===== src/ccs_pkg.sv =====
// constants, register map and types of the clock set-up sequencer
// assumes a 200 MHz system clock and an Avalon-MM master reaching the registers
//
// Operation
// RULE_01 - far party keeps the needed clocks running
// RULE_02 - shutdown pin held low 1 ms to reset
// RULE_03 - wait 1 ms after shutdown release
// RULE_04 - references powered before any other block works; ext master bit and frame clock generation here runs without ref_ready
// RULE_05 - allow 5.0 ms for reference power-up
// RULE_06 - program clock and format fields during power-up
// RULE_07 - pll starts on enable rise with reference
// RULE_08 - pll master locks within 3 ms
// RULE_09 - pll master holds bit/frame clocks low
// RULE_10 - pll master drives clocks once locked
// RULE_11 - master clock out may be invalid pre-lock
// RULE_12 - master clock out correct after lock
// RULE_13 - far party sets master clock out enable
// RULE_14 - far party supplies bit clock as reference
// RULE_15 - bit clock referenced pll locks within 3 ms
// RULE_16 - far party syncs clocks to master clock out
// RULE_17 - external slave runs once all clocks present
// RULE_18 - external master drives clocks after select bits
// RULE_19 - shutdown low returns all registers to default
// RULE_20 - pll enable ignored without toggling reference
package ccs_pkg;
    // timing, each time in microseconds and its cycle count
    localparam int CLK_MHZ       = 200;
    localparam int CORE_WAIT_US  = 1000;
    localparam int REF_UP_US     = 5000;
    localparam int LOCK_MAX_US   = 3000;
    localparam int CORE_WAIT_CYC = CORE_WAIT_US * CLK_MHZ;
    localparam int REF_UP_CYC    = REF_UP_US * CLK_MHZ;
    localparam int LOCK_MAX_CYC  = LOCK_MAX_US * CLK_MHZ;
    localparam int PLL_LOCK_CYC  = LOCK_MAX_CYC / 2;
    // clock activity and divider counts
    localparam logic [11:0] ACT_TIMEOUT  = 12'h0800;
    localparam logic [1:0]  SYS_TICK_MAX = 2'h3;
    localparam logic [1:0]  BCLK_HALF_MAX = 2'h1;
    localparam logic [4:0]  LRCK_HALF_MAX = 5'h1f;
    // register byte offsets
    localparam logic [4:0] OFS_POWER   = 5'h00;
    localparam logic [4:0] OFS_CLOCK   = 5'h04;
    localparam logic [4:0] OFS_FORMAT  = 5'h08;
    localparam logic [4:0] OFS_DIVIDER = 5'h0c;
    localparam logic [4:0] OFS_STATUS  = 5'h10;
    // power register bits
    localparam int BIT_REF_EN = 0;
    localparam int BIT_PLL_EN = 1;
    localparam int BIT_MASTER_CLOCK_OUT_ENABLE  = 2;
    localparam int BIT_MSEL   = 3;
    localparam int BIT_BIT_CLOCK_RATE_SELECT   = 4;
    // clock register fields
    localparam int BIT_PLL_REF = 0;
    localparam int BIT_PLL_MD  = 1;
    localparam int POS_RATIO   = 2;
    localparam int POS_RATE    = 4;
    // format register fields
    localparam int POS_FMT  = 0;
    localparam int POS_DLEN = 2;
    localparam int BIT_BPOL = 4;
    localparam int BIT_SO2E = 5;
    // divider register fields
    localparam int POS_DIV_IN = 0;
    localparam int POS_DIV_FB = 16;
    // clocking modes and pll states
    typedef enum logic [2:0] {
        MODE_PLL_MASTER, MODE_PLL_SLAVE_BCLK, MODE_PLL_SLAVE_MCLK,
        MODE_EXT_SLAVE, MODE_EXT_MASTER
    } ccs_mode_e;
    typedef enum logic [1:0] {PLL_OFF, PLL_ARMED, PLL_LOCKING, PLL_LOCKED} ccs_pll_e;
endpackage


===== src/ccs_top.sv =====
// clock set-up sequencer: reset wait, reference power-up, pll, clock pins
// assumes Avalon-MM master on clk_sys_in; clock pins arrive asynchronously
`timescale 1ns/100ps
`default_nettype none
module ccs_top #(
    parameter int unsigned CORE_WAIT_CYC = ccs_pkg::CORE_WAIT_CYC,
    parameter int unsigned REF_UP_CYC    = ccs_pkg::REF_UP_CYC,
    parameter int unsigned PLL_LOCK_CYC  = ccs_pkg::PLL_LOCK_CYC,
    parameter int unsigned LOCK_MAX_CYC  = ccs_pkg::LOCK_MAX_CYC
) (
    // clock and reset
    input  wire logic        clk_sys_in,
    input  wire logic        rst_n_in,
    // register bus
    input  wire logic [4:0]  avs_address_in,
    input  wire logic        avs_read_in,
    input  wire logic        avs_write_in,
    input  wire logic [31:0] avs_writedata_in,
    output logic      [31:0] avs_readdata_out,
    output logic             avs_waitrequest_out,
    // device pins
    input  wire logic        chip_shutdown_pin_n_in,
    input  wire logic        master_clock_input_in,
    input  wire logic        bclk_in,
    input  wire logic        lrck_in,
    output logic             bclk_out,
    output logic             bclk_oe_out,
    output logic             lrck_out,
    output logic             lrck_oe_out,
    output logic             master_clock_output_out,
    output logic             normal_operation_out
);
    // ************************************************************
    // pin synchronisers and clock activity
    // ************************************************************
    logic [3:0]  sync1, sync2, sync3;
    logic [2:0]  clk_seen;           // mclk, bclk, lrck present
    logic [11:0] act_cnt [3];

    // two flops, then a history flop for edges
    always_ff @(posedge clk_sys_in) begin
        if (!rst_n_in) begin
            sync1 <= 4'h0;
            sync2 <= 4'h0;
            sync3 <= 4'h0;
        end else begin
            sync1 <= {lrck_in, bclk_in, master_clock_input_in, chip_shutdown_pin_n_in};
            sync2 <= sync1;
            sync3 <= sync2;
        end
    end

    // a clock counts as supplied while it keeps toggling
    for (genvar i = 0; i < 3; i++) begin : g_act
        always_ff @(posedge clk_sys_in) begin
            if (!rst_n_in)
                act_cnt[i] <= ccs_pkg::ACT_TIMEOUT;
            else if (sync2[i+1] != sync3[i+1])
                act_cnt[i] <= 12'h000;
            else if (act_cnt[i] != ccs_pkg::ACT_TIMEOUT)
                act_cnt[i] <= act_cnt[i] + 12'h001;
        end
        assign clk_seen[i] = (act_cnt[i] != ccs_pkg::ACT_TIMEOUT);
    end
    wire mclk_rise = sync2[1] & ~sync3[1];

    // ************************************************************
    // core regulator wait after shutdown release
    // ************************************************************
    logic [20:0] core_cnt;
    logic        core_ready;

    // shutdown low holds the core in reset
    always_ff @(posedge clk_sys_in) begin
        if (!rst_n_in || !sync2[0]) begin
            core_cnt   <= 21'h0;
            core_ready <= 1'b0;
        end else if (!core_ready) begin
            if (core_cnt == 21'(CORE_WAIT_CYC - 1))
                core_ready <= 1'b1;
            else
                core_cnt <= core_cnt + 21'h1;
        end
    end

    // ************************************************************
    // register file, one wait state per access
    // ************************************************************
    logic        ack;
    logic        refen, pllen, master_clock_out_enable, msel, bit_clock_rate_select;
    logic        pll_ref_sel, pll_mode, bpol, so2e;
    logic [1:0]  ratio, fmt, dlen;
    logic [3:0]  rate;
    logic [15:0] div_in, div_fb;
    logic [31:0] status;
    wire req = avs_read_in | avs_write_in;
    wire wr_take = avs_write_in & ack & core_ready;
    assign avs_waitrequest_out = req & ~ack;

    // answer on the second cycle of a request
    always_ff @(posedge clk_sys_in) begin
        if (!rst_n_in)
            ack <= 1'b0;
        else
            ack <= req & ~ack;
    end

    // config held at default while shutdown or core wait [RULE_19]
    always_ff @(posedge clk_sys_in) begin
        if (!rst_n_in || !core_ready) begin
            {refen, pllen, master_clock_out_enable, msel, bit_clock_rate_select} <= 5'h00;
            {pll_ref_sel, pll_mode, bpol, so2e} <= 4'h0;
            {ratio, fmt, dlen} <= 6'h00;
            rate   <= 4'h0;
            div_in <= 16'h0000;
            div_fb <= 16'h0000;
        end else if (wr_take) begin
            unique case (avs_address_in)
                ccs_pkg::OFS_POWER: begin
                    refen <= avs_writedata_in[ccs_pkg::BIT_REF_EN];
                    pllen <= avs_writedata_in[ccs_pkg::BIT_PLL_EN];
                    master_clock_out_enable <= avs_writedata_in[ccs_pkg::BIT_MASTER_CLOCK_OUT_ENABLE];
                    msel  <= avs_writedata_in[ccs_pkg::BIT_MSEL];
                    bit_clock_rate_select  <= avs_writedata_in[ccs_pkg::BIT_BIT_CLOCK_RATE_SELECT];
                end
                ccs_pkg::OFS_CLOCK: begin
                    pll_ref_sel <= avs_writedata_in[ccs_pkg::BIT_PLL_REF];
                    pll_mode    <= avs_writedata_in[ccs_pkg::BIT_PLL_MD];
                    ratio       <= avs_writedata_in[ccs_pkg::POS_RATIO +: 2];
                    rate        <= avs_writedata_in[ccs_pkg::POS_RATE +: 4];
                end
                ccs_pkg::OFS_FORMAT: begin
                    fmt  <= avs_writedata_in[ccs_pkg::POS_FMT +: 2];
                    dlen <= avs_writedata_in[ccs_pkg::POS_DLEN +: 2];
                    bpol <= avs_writedata_in[ccs_pkg::BIT_BPOL];
                    so2e <= avs_writedata_in[ccs_pkg::BIT_SO2E];
                end
                ccs_pkg::OFS_DIVIDER: begin
                    div_in <= avs_writedata_in[ccs_pkg::POS_DIV_IN +: 16];
                    div_fb <= avs_writedata_in[ccs_pkg::POS_DIV_FB +: 16];
                end
                default: ;
            endcase
        end
    end

    // read data latched in the wait cycle, zero when unmapped
    always_ff @(posedge clk_sys_in) begin
        if (!rst_n_in)
            avs_readdata_out <= 32'h0000_0000;
        else if (avs_read_in && !ack) begin
            unique case (avs_address_in)
                ccs_pkg::OFS_POWER:   avs_readdata_out <= {27'h0, bit_clock_rate_select, msel, master_clock_out_enable, pllen, refen};
                ccs_pkg::OFS_CLOCK:   avs_readdata_out <= {24'h0, rate, ratio, pll_mode, pll_ref_sel};
                ccs_pkg::OFS_FORMAT:  avs_readdata_out <= {26'h0, so2e, bpol, dlen, fmt};
                ccs_pkg::OFS_DIVIDER: avs_readdata_out <= {div_fb, div_in};
                ccs_pkg::OFS_STATUS:  avs_readdata_out <= status;
                default:              avs_readdata_out <= 32'h0000_0000;
            endcase
        end
    end

    // ************************************************************
    // reference power-up
    // ************************************************************
    logic [20:0] ref_cnt;
    logic        ref_ready;

    // references ready a fixed time after enable [RULE_04]
    always_ff @(posedge clk_sys_in) begin
        if (!rst_n_in || !refen) begin
            ref_cnt   <= 21'h0;
            ref_ready <= 1'b0;
        end else if (!ref_ready) begin
            if (ref_cnt == 21'(REF_UP_CYC - 1))
                ref_ready <= 1'b1;
            else
                ref_cnt <= ref_cnt + 21'h1;
        end
    end

    // ************************************************************
    // mode decode and pll sequencing
    // ************************************************************
    ccs_pkg::ccs_mode_e mode;
    ccs_pkg::ccs_pll_e  pll_state;
    logic [20:0] lock_cnt;
    logic        pllen_q, ref_present;

    // clocking mode from select bits
    always_comb begin
        if (pllen)
            mode = msel ? ccs_pkg::MODE_PLL_MASTER :
                   (pll_ref_sel ? ccs_pkg::MODE_PLL_SLAVE_BCLK : ccs_pkg::MODE_PLL_SLAVE_MCLK);
        else
            mode = msel ? ccs_pkg::MODE_EXT_MASTER : ccs_pkg::MODE_EXT_SLAVE;
        ref_present = (mode == ccs_pkg::MODE_PLL_SLAVE_BCLK) ? clk_seen[1] : clk_seen[0];
    end

    // pll: arm on enable rise, lock only with references and clock
    always_ff @(posedge clk_sys_in) begin
        if (!rst_n_in) begin
            pll_state <= ccs_pkg::PLL_OFF;
            pllen_q   <= 1'b0;
        end else begin
            pllen_q <= pllen;
            unique case (pll_state)
                ccs_pkg::PLL_OFF:
                    if (pllen && !pllen_q) pll_state <= ccs_pkg::PLL_ARMED;   // [RULE_07]
                ccs_pkg::PLL_ARMED:
                    if (!pllen) pll_state <= ccs_pkg::PLL_OFF;
                    else if (ref_ready && ref_present)
                        pll_state <= ccs_pkg::PLL_LOCKING;                    // [RULE_07] [RULE_20]
                ccs_pkg::PLL_LOCKING:
                    if (!pllen) pll_state <= ccs_pkg::PLL_OFF;
                    else if (!ref_ready || !ref_present) pll_state <= ccs_pkg::PLL_ARMED;
                    else if (lock_cnt == 21'(PLL_LOCK_CYC - 1))
                        pll_state <= ccs_pkg::PLL_LOCKED;                     // [RULE_08] [RULE_15]
                ccs_pkg::PLL_LOCKED:
                    if (!pllen) pll_state <= ccs_pkg::PLL_OFF;
                    else if (!ref_ready || !ref_present) pll_state <= ccs_pkg::PLL_ARMED;
            endcase
        end
    end

    // lock timer runs only while locking
    always_ff @(posedge clk_sys_in) begin
        if (!rst_n_in || pll_state != ccs_pkg::PLL_LOCKING)
            lock_cnt <= 21'h0;
        else
            lock_cnt <= lock_cnt + 21'h1;
    end

    // ************************************************************
    // bit and frame clock generation
    // ************************************************************
    logic [1:0] tick_cnt, half_cnt;
    logic [4:0] lrck_cnt;
    logic       bclk_q, lrck_q, gen_run, tick;
    wire pll_running = (pll_state == ccs_pkg::PLL_LOCKING) || (pll_state == ccs_pkg::PLL_LOCKED);
    assign gen_run = (mode == ccs_pkg::MODE_PLL_MASTER && pll_state == ccs_pkg::PLL_LOCKED)
                   || (mode == ccs_pkg::MODE_EXT_MASTER && bit_clock_rate_select && clk_seen[0]); // [RULE_10] [RULE_18]
    assign tick = (mode == ccs_pkg::MODE_PLL_MASTER) ? (tick_cnt == ccs_pkg::SYS_TICK_MAX)
                                                     : mclk_rise;

    // pll output divider standing in for the locked vco
    always_ff @(posedge clk_sys_in) begin
        if (!rst_n_in || !gen_run)
            tick_cnt <= 2'h0;
        else
            tick_cnt <= tick_cnt + 2'h1;
    end

    // bclk half period of two ticks, lrck every 32 bclk periods
    always_ff @(posedge clk_sys_in) begin
        if (!rst_n_in || !gen_run) begin
            half_cnt <= 2'h0;
            lrck_cnt <= 5'h00;
            bclk_q   <= 1'b0;
            lrck_q   <= 1'b0;
        end else if (tick) begin
            if (half_cnt == ccs_pkg::BCLK_HALF_MAX) begin
                half_cnt <= 2'h0;
                bclk_q   <= ~bclk_q;
                if (bclk_q) begin
                    lrck_cnt <= lrck_cnt + 5'h01;
                    if (lrck_cnt == ccs_pkg::LRCK_HALF_MAX) lrck_q <= ~lrck_q;
                end
            end else begin
                half_cnt <= half_cnt + 2'h1;
            end
        end
    end

    // pins low until generation runs, driven in master modes [RULE_09]
    always_ff @(posedge clk_sys_in) begin
        if (!rst_n_in) begin
            bclk_out    <= 1'b0;
            lrck_out    <= 1'b0;
            bclk_oe_out <= 1'b0;
            lrck_oe_out <= 1'b0;
        end else begin
            bclk_out    <= gen_run & (bclk_q ^ bpol);
            lrck_out    <= gen_run & lrck_q;
            bclk_oe_out <= msel & core_ready;
            lrck_oe_out <= msel & core_ready;
        end
    end

    // ************************************************************
    // master clock output and status
    // ************************************************************
    logic mck_q, mck_div;

    // fast toggle before lock, half rate once locked [RULE_11] [RULE_12]
    always_ff @(posedge clk_sys_in) begin
        if (!rst_n_in || !(master_clock_out_enable && pll_running)) begin
            mck_q   <= 1'b0;
            mck_div <= 1'b0;
            master_clock_output_out <= 1'b0;
        end else begin
            mck_div <= ~mck_div;
            if (pll_state != ccs_pkg::PLL_LOCKED || mck_div) mck_q <= ~mck_q;
            master_clock_output_out <= mck_q;
        end
    end

    // normal operation per mode [RULE_17]
    always_ff @(posedge clk_sys_in) begin
        if (!rst_n_in)
            normal_operation_out <= 1'b0;
        else if (mode == ccs_pkg::MODE_EXT_SLAVE)
            normal_operation_out <= ref_ready && clk_seen == 3'h7;
        else if (mode == ccs_pkg::MODE_EXT_MASTER)
            normal_operation_out <= ref_ready && gen_run;
        else
            normal_operation_out <= ref_ready && pll_state == ccs_pkg::PLL_LOCKED;
    end
    assign status = {21'h0, mode, clk_seen, normal_operation_out,
                     pll_state == ccs_pkg::PLL_LOCKED, pll_running, ref_ready, core_ready};

    // ************************************************************
    // assertions
    // ************************************************************
    logic [21:0] lock_age;
    always_ff @(posedge clk_sys_in) begin
        if (!rst_n_in || pll_state != ccs_pkg::PLL_LOCKING)
            lock_age <= 22'h0;
        else
            lock_age <= lock_age + 22'h1;
    end
endmodule // ccs_top
`default_nettype wire


===== config.mk =====
export PLATFORM = sky130hd
export DESIGN_NAME = ccs_top
export DESIGN_NICKNAME = d
export VERILOG_FILES = /design/src/ccs_pkg.sv /design/src/ccs_top.sv
export SDC_FILE = /design/constraint.sdc
export NUM_CORES = 1
export LEC_CHECK = 0
export BUFFER_PORTS_ARGS = -buffer_cell sky130_fd_sc_hd__buf_2
export CORE_MARGIN = 2
export CORE_UTILIZATION = 60
export DETAILED_ROUTE_END_ITERATION = 16
export PLACE_DENSITY = 0.85
export SYNTH_ARGS = -nofsm -noshare
export SYNTH_HDL_FRONTEND = slang
export SYNTH_SLANG_ARGS = --single-unit

===== constraint.sdc =====
create_clock -name clk_sys_in -period 2.85 [get_ports clk_sys_in]
set_clock_uncertainty 0.15 [all_clocks]
set_input_delay 0.285 -clock clk_sys_in [delete_from_list [all_inputs] [get_ports clk_sys_in]]
set_output_delay 0.285 -clock clk_sys_in [all_outputs]
set_load 0.01 [all_outputs]

; Word-level counts from Yosys, hierarchy flattened
; Memory sizes are Yosys's and may differ from the RTL's.
; Cells that the tools add are included.
[op_classes]
muxes = 51
n_eq_ne = 29
n_reduce_logical = 43
add_sub_neg = 9
bitwise = 25
[ops]
columns = operator, n
row1 = 32-bit case mux with 5 select lines, 1
row2 = 12-bit 2-to-1 mux, 6
row3 = "21-bit by 1-bit adder with 21-bit output, second input constant", 3
row4 = "12-bit by 1-bit adder with 12-bit output, second input constant", 3
row5 = "12-bit != test, second input constant", 3
row6 = 1-bit 2-to-1 mux, 30
row7 = 2-bit 2-to-1 mux, 11
row8 = "21-bit by 18-bit equality test with 1-bit output, second input constant", 1
row9 = "21-bit by 19-bit equality test with 1-bit output, second input constant", 1
row10 = "21-bit by 20-bit equality test with 1-bit output, second input constant", 1
row11 = 2-bit AND reduction, 7
row12 = "5-bit by 4-bit equality test with 1-bit output, second input constant", 2
row13 = "5-bit equality test, second input constant", 2
row14 = 1-bit logical AND, 10
row15 = 1-bit logical NOT, 10
row16 = 1-bit logical OR, 10
row17 = 1-bit NOT, 10
row18 = 2-bit case mux with 4 select lines, 1
row19 = 4-bit AND reduction, 2
row20 = 1-bit bitwise AND, 7
row21 = 1-bit OR, 7
row22 = "2-bit equality test, second input constant", 3
row23 = "3-bit equality test, second input constant", 2
row24 = 3-bit 2-to-1 mux, 2
row25 = other kinds (16), 22
[word_totals]
memories = 1
ramBits = 36
ff_bits = 182
output_inout_bits = 39
in_bits = 45
[mem_list]
columns = memory, words, width, rd, rd_ports_with_merged_regs, write_ports, line_no
row1 = act_cnt, 3, 12, 3, 0, 3, ccs_top.sv:38  ; logic [11:0] act_cnt [3];

; Depth between registers and ports, before layout
; Gate-level depths: netlist of the first run.
[logic_depth]
word_depth = 10
depth_mapped = 7
ltp_nobuf = 6

; Least setup slack after synthesis of the first run
; Ideal clock, no wire load.
[synth_path]
path_type = register to register
from = register lock_cnt[0]
to = register lock_cnt[20]
path_stages_with_launch = 7
period_less_slack_ns = 2.094
path_slack_ns = 0.756
required_ns = 2.630
arrival_time_ns = 1.873
cell_sequence = dfxtp_1 ha_1 nand4_1 or4_1 buf_2 or4_1 a21oi_1
[synth_between]
elab_chain_len = 1
[synth_lines]
columns = item, line_no
row1 = start: declaration, ccs_top.sv:187  ; logic [20:0] lock_cnt;
row2 = start signal: assignment, ccs_top.sv:231  ; lock_cnt <= lock_cnt + 21'h1;
row3 = 21-bit by 1-bit adder with 21-bit output, ccs_top.sv:231
; Every way passes these cells.
; A chain may end at the register's enable or synchronous reset.

==> flow_summary_export.csv, run 1 <==
group,metric,value,unit
layout,area_delta_synth_final,19.91,%
yosys,synthMuxAreaShare,4.028,%
timing,hold_viol_final,0,
setup_path,critPathMaxFanout,12,
yosys,ys.flop_type,"dfxtp_1",
placement,place_hpwl,14160,microns
drt,wl,23620,microns
pwr,powerDensity,712.1,nW/um^2
drt,drt-wirelength-per-cell,16.62,microns
floorplanning,dieArea,17190,sq um
clock_network,cts-root-buf,"clkbuf_16",
setup_path,r2r-start,"act_cnt[1][1]$_SDFFCE_PN0P_",
drt,drtIter0Drc,695,
status,outcome,"complete, no violations",
pwr,p_sw,2.077,mW
clock_network,cts_made_buffers,24,
global_route,grt_max_degree,53,
yosys,syn_nets,1139,
layout,drive_above_1_share,13.94,%
yosys,yosys_warnings,0,
floorplanning,coreArea,15830,sq um
setup_path,slowest_stage,"nand3_1",
yosys,netlist.area_leader.share,37.39,%
pwr,switching_share,25.09,%
setup_path,worstPathCellList,"inv_1 -> ha_1 -> nor4b_1 -> and3_1 -> nand3_1",
floorplanning,die_w,131.1,microns
global_route,grtUsageMet3,4.911,%
timing,max_slew_margin,49.79,%
yosys,synth_top_family_by_area,"simple AND/OR/NAND/NOR gates",
global_route,use_met2,44.59,%
drt,drtAntennaViolNets,0,
yosys,synth_xor_area_share,4.428,%
setup_path,crit_path_start_kind,"flip-flop",
yosys,yosys.area_share.adder,1.678,%
pwr,vdd_drop_max,0.6068,mV
yosys,ys_top_cells_by_area,"dfxtp_1, edfxtp_1, nand2_1, a21oi_1, nor2_1",
timing,timing.fmax,0.4257,GHz
drt,vias_per_cell,5.944,
placement,gp_congestion,0.8412,
drt,first_pass_iters,7,
hold_path,min_from,"avs_address_in[3]",
drt,num_vias,8446,
yosys,syn_inst,1081,
layout,nets,1245,
placement,numPortBuffers,83,
placement,place_worst_setup_slack,0.5521,ns
global_route,grt_usage,26.66,%
layout,fin_util,73.42,%
clock_network,ctsResizeCount,0,
setup_path,slowest_delay,0.51,ns
timing,rsz0062_at_grt,"false",
pwr,p_int,6.199,mW
global_route,met1_usage,34.07,%
clock_network,cts_tree,"built",
global_route,grt_pass1_wl,37310,microns
timing,tns,0,ns
clock_network,htreeDepth,1,
clock_network,cts_setup_buffers,0,
pwr,pwr-share-comb,10.7,%
pwr,p_leak,4.178,nW
setup_path,required,2.77,ns
setup_path,cp-startpoint,"act_cnt[1][1]$_SDFFCE_PN0P_",
global_route,antenna_found_initial,0,
timing,fin_crit_sh,82.42,%
yosys,synthSimpleGateAreaFrac,26.17,%
yosys,netlist.top_cell.by_area,"dfxtp_1",
global_route,grt.overflow.total,0,
drt,drc,0,
floorplanning,dieHeight,131.1,microns
floorplanning,num_rows,46,
yosys,ys_seq_area_share,48.54,%
floorplanning,initial_core_util,61.23,%
yosys,synth.most_common_cell,"dfxtp_1",
placement,place_area,10260,sq um
yosys,synthTopCellsByCount,"dfxtp_1, nand2_1, nor2_1",
setup_path,end_kind,"flip-flop",
clock_network,insertion_delay,0.51,ns
pwr,seqPwrFrac,44.8,%
yosys,synth_compound_area_share,11.80,%
timing,worst_pin_slew,0.7498,ns
setup_path,r2r_setup_slack,0.50,ns
setup_path,worstSetupPathType,"flip-flop to flip-flop",
global_route,grt_pass1_vias,7777,
timing,worst_slack,0.5010,ns
timing,final_max_slew_viol_count,0,
clock_network,clock_path_buffers,3,
timing,setup_viol,0,
global_route,busiest_layer,"met2",
pwr,clkPwrFrac,44.5,%
floorplanning,io_pins,84,
yosys,synth_cell_types,69,
layout,antenna-diode-count,0,
timing,period_needed,2.349,ns
flow_run,maxCapViolCount,0,
setup_path,crit_family,"simple AND/OR/NAND/NOR gates",
clock_network,clk_pin_slew,0.06,ns
yosys,synth_edf_count,36,
clock_network,cts.sinks,217,
setup_path,path_buf_inv,1,
hold_path,min_path_type,"input port to flip-flop",
yosys,async_flop_share,0,%
yosys,syn-cell-area,9692,sq um
yosys,synth_area_per_cell,8.966,sq um
layout,fin_area,11620,sq um
yosys,ys_ff_latch,217,
setup_path,critPathArrivalTime,2.27,ns
path summary, 6_finish.rpt:
kind	endpoint	depth (start not counted)
max	act_cnt[1][0]$_SDFFCE_PN0P_	5
min	avs_readdata_out[7]$_SDFFE_PN0P_	4
max reg2reg	act_cnt[1][0]$_SDFFCE_PN0P_	5
min reg2reg	mck_div$_SDFF_PP0_	1
placed cells by master (no fill, tap or decap), types with 11 or more instances in the layout:
| master | n |
|---|---|
| a21oi_1 | 94 |
| and2_1 | 19 |
| and3_1 | 17 |
| and4_1 | 16 |
| buf_2 | 83 |
| buf_4 | 15 |
| clkbuf_16 | 28 |
| dfxtp_1 | 181 |
| dlygate4sd3_1 | 39 |
| edfxtp_1 | 36 |
| ha_1 | 13 |
| inv_1 | 24 |
| mux2i_1 | 30 |
| nand2_1 | 160 |
| nand2b_1 | 14 |
| nand3_1 | 64 |
| nand4_1 | 22 |
| nor2_1 | 95 |
| o21ai_0 | 35 |
| o31ai_1 | 13 |
| or3_1 | 11 |
| or4_1 | 16 |
| xnor2_1 | 18 |
| xor2_1 | 31 |
stage by stage:
step	hold WS, ns	power (mW)	instances
4_1_cts	0.2409	8.293	1421
5_1_grt	0.2757	8.568	1421
3_3_place_gp	0.2536	4.525	1338
2_1_floorplan	0.2432	4.300	1081
3_5_place_dp	0.2604	4.576	1338
6_report	0.2603	8.276	1421
state kept, by name, summed over array words and instances (netlist names), 2 cells and up:
register / cells
lrck_cnt: 5
act_cnt: 36
core_cnt: 21
pll_state: 2
sync3: 3
lock_cnt: 21
sync2: 4
ref_cnt: 21
tick_cnt: 2
dlen: 2
div_in: 16
avs_readdata_out: 32
rate: 4
ratio: 2
fmt: 2
half_cnt: 2
div_fb: 16
sync1: 4
area by class of cell:
| class | count | area (sq um) |
|---|---|---|
| clock buffer | 32 | 755.7 |
| clock inverter | 12 | 216.5 |
| fill | 1073 | 4207 |
| inverter | 25 | 93.84 |
| multi-input combinational | 782 | 4662 |
| sequential | 217 | 4705 |
| tap | 216 | 270.3 |
| timing repair buffer | 137 | 918.4 |
tightest hold or removal path, stage by stage:
cell     delay, ns
buf_2         0.18
mux2i_1       0.18
or2_2         0.13
a31oi_1       0.08
routing by layer:
metal  wire, microns  share of wire, %  vias to the layer above
met2           11470                49                      302
li1                -                 -                     4063
met5               0                 0                        -
met3            1487               6.3                       70
met1            9732                41                     4011
met4             930               3.9                        0
power groups by stage:
stage,sequential (mW),clock [mW],combinational [mW]
6_report,3.71,3.68,0.885
5_1_grt,3.75,3.84,0.977
4_1_cts,3.70,3.72,0.871
3_5_place_dp,3.76,0,0.816
3_3_place_gp,3.75,0,0.779
2_1_floorplan,3.69,0,0.607
what timing repair did:
action                                  in CTS  in global routing
endpoints found under the hold margin       58                  0
hold buffers                                39                  0
endpoints found under the setup margin       0                  0
logic make-up after synthesis:
logic type,Yosys count
AO/OA/AOI/OAI,189
XOR/XNOR,49
adder cells (fa/ha/maj),13
buffers and inverters,82
flip-flops,217
multiplexers,38
AND/OR/NAND/NOR,493
Power figures use the tool's default switching activity.
==> run 2, diff against run 1 <==
- ABC_AREA: unset -> 1
- clock period: 2.85 -> 2.2 ns (I/O delays scaled with it)
==> run 2 against run 1 <==
Core utilization fell by 0.92 points; setup slack got worse by 0.33 ns; non-clock buffer count rose by 9; worst hold slack got worse by 0.16 ns; die area rose by 4.6%; sequential share of layout area fell by 1.3 points; critical endpoint is now core_cnt[8]$_SDFFE_PP0P_.
==> flow_summary_export.csv, run 2 <==
group,metric,value,unit
drt,num_vias,9313,
pwr,p_leak,4.620,nW
layout,nets,1537,
pwr,vdd_drop_max,0.6081,mV
timing,tns,0,ns
global_route,antenna_found_initial,0,
clock_network,cts.sinks,217,
setup_path,worstPathCellList,"ha_2 -> nand2_2 -> nor3_4 -> nand3_2 -> nand2_4 -> inv_2 -> nand2_1 -> o21ai_0 -> nor3b_2",
timing,rsz0062_at_grt,"false",
drt,first_pass_iters,5,
setup_path,slowest_delay,0.37,ns
drt,vias_per_cell,5.427,
setup_path,required,2.46,ns
yosys,synthTopCellsByCount,"nand2_1, dfxtp_1, nor2_1",
global_route,grt.overflow.total,0,
floorplanning,dieArea,17980,sq um
layout,area_delta_synth_final,18.40,%
timing,timing.fmax,0.4922,GHz
layout,reg.largest.list,"act_cnt: 36 flops, avs_readdata_out: 32 flops",
global_route,grt_pass1_vias,8811,
yosys,ys_top_cells_by_area,"dfxtp_1, edfxtp_1, nand2_1, nor2_1, a21oi_1",
floorplanning,num_rows,47,
timing,hold_viol_final,0,
placement,place_area,10780,sq um
drt,drc,0,
clock_network,clk_pin_slew,0.06,ns
status,outcome,"complete, no violations",
yosys,synth_cell_types,41,
clock_network,htreeDepth,1,
yosys,synth_edf_count,36,
yosys,syn_inst,1351,
yosys,synth.most_common_cell,"nand2_1",
layout,drive_above_1_share,13.24,%
placement,numPortBuffers,83,
timing,worst_pin_slew,0.7762,ns
clock_network,clock_path_buffers,3,
floorplanning,die_w,134.1,microns
setup_path,slowest_stage,"dfxtp_2",
yosys,netlist.area_leader.share,35.68,%
clock_network,insertion_delay,0.53,ns
layout,final_cell_mix,"nand2_1, dfxtp_1, nor2_1, inv_1, a21oi_1",
timing,max_slew_margin,48.13,%
yosys,ys.flop_type,"dfxtp_1",
yosys,syn-cell-area,10150,sq um
drt,drtAntennaViolNets,0,
global_route,grt_max_degree,44,
placement,place_hpwl,16120,microns
timing,period_needed,2.032,ns
timing,setup_viol,0,
layout,final_common_cell,"nand2_1",
layout,top_register,"act_cnt",
layout,fin_area,12020,sq um
flow_run,maxCapViolCount,0,
layout,largest_reg_flops,36,
global_route,grt_pass1_wl,40140,microns
setup_path,end_kind,"flip-flop",
layout,fin_util,72.50,%
yosys,yosys_warnings,0,
yosys,ys_seq_area_share,46.33,%
placement,gp_congestion,0.9223,
yosys,async_flop_share,0,%
floorplanning,coreArea,16580,sq um
setup_path,worstSetupPathType,"flip-flop to flip-flop",
drt,drt-wirelength-per-cell,14.09,microns
drt,wl,24170,microns
yosys,syn_nets,1409,
floorplanning,dieHeight,134.1,microns
floorplanning,io_pins,84,
setup_path,critPathArrivalTime,2.29,ns
timing,final_max_slew_viol_count,0,
layout,antenna-diode-count,0,
yosys,ys_ff_latch,217,
drt,drtIter0Drc,678,
clock_network,cts_made_buffers,23,
setup_path,crit_path_start_kind,"flip-flop",
clock_network,cts-root-buf,"clkbuf_16",
pwr,powerDensity,870.4,nW/um^2
global_route,grt_usage,26.71,%
clock_network,cts_tree,"built",
hold_path,min_path_type,"input port to flip-flop",
yosys,synth_area_per_cell,7.516,sq um
yosys,netlist.top_cell.by_area,"dfxtp_1",
setup_path,critPathMaxFanout,15,
layout,fillers,1265,
timing,fin_crit_sh,92.35,%
floorplanning,initial_core_util,61.23,%
[run 2: changes by cell type in the layout (fill, tap and decap cells not counted), sizes merged, moves of 14 or more]
cell | before | now
inv | 24 | 158
nand2 | 160 | 289
nor2 | 95 | 186
o21ai | 35 | 95
nor3 | 10 | 53
mux2i | 30 | 0
a21oi | 95 | 124
and2 | 22 | 1
and3 | 17 | 0
and4 | 17 | 0
or4 | 16 | 0
nand2b | 14 | 0
[run 2: logic make-up (layout without fill, tap and decap cells)]
kind of cell	count (synthesis)	in the layout	synth area share (%)
compound gates	236	236	12.07
xor+xnor	39	39	3.364
fa+ha+maj	13	13	1.602
buf+inv	199	344	7.996
flops	217	217	46.33
simple gates	647	647	28.64
[run 2: path summary, 6_finish.rpt]
kind	start	to	slack [ns]	depth (start not counted)
setup / recovery	core_cnt[0]$_SDFFE_PP0P_	core_cnt[8]$_SDFFE_PP0P_	0.17	9
hold / removal	avs_address_in[4]	rate[3]$_SDFFE_PP0P_	0.10	5
setup reg to reg	core_cnt[0]$_SDFFE_PP0P_	core_cnt[8]$_SDFFE_PP0P_	0.17	9
hold reg to reg	sync1[0]$_SDFF_PN0_	sync2[0]$_SDFF_PN0_	0.27	2
[run 2: where the power goes]
group          internal, mW  switching, mW  leakage, nW
clock network          2.49           1.64        0.397
logic                 0.597           1.00         2.34
registers              4.47          0.264         1.88
total                  7.56           2.90         4.62
[run 2: per-layer routing]
layer | share of wire (%) | vias up | global-route usage, %
met2 | 48 | 331 | 46.38
met1 | 42 | 4252 | 34.26
met4 | 2.9 | 0 | 8.480
met5 | 0 | - | 0
li1 | - | 4668 | -
met3 | 7.0 | 62 | 4.271
[run 2: critical path: cells and delay by family (launching register included)]
family,cells,cell delay [ns]
and+or+nand+nor,6,0.94
DFF,1,0.37
adders and majority gates,1,0.24
buffers and inverters,1,0.13
AOI/OAI and AO/OA,1,0.08
[run 2: repair_timing]
action / in CTS / in global routing
hold endpoints to repair: 59 / 0
setup buffers: 0 / 4
hold buffers: 39 / 0
setup endpoints to repair: 0 / 20
gates resized for setup: 0 / 5
[run 2: through the flow]
stage / total power [mW] / cells / hold WS [ns] / setup WS (ns)
after floorplan: 5.841 / 1351 / 0.1676 / 0.3121
after global routing: 10.94 / 1716 / 0.1267 / 0.01743
after CTS: 10.48 / 1712 / 0.09096 / 0.04421
after detailed placement: 6.329 / 1631 / 0.2548 / 0.05216
after global placement: 6.271 / 1631 / 0.2543 / 0.1703
final: 10.46 / 1716 / 0.1044 / 0.1684
[run 2: final cells by class]
| class | instances | area, sq um | share of cell area [%] |
|---|---|---|---|
| repair buffers | 146 | 985.9 | 8.201 |
| inverters | 156 | 585.6 | 4.870 |
| clock buffers | 28 | 615.6 | 5.120 |
| flip-flops and latches | 217 | 4706 | 39.14 |
| clock inverters | 14 | 193.9 | 1.613 |
| well taps | 220 | 275.3 | 2.290 |
| multi-input cells | 935 | 4661 | 38.77 |
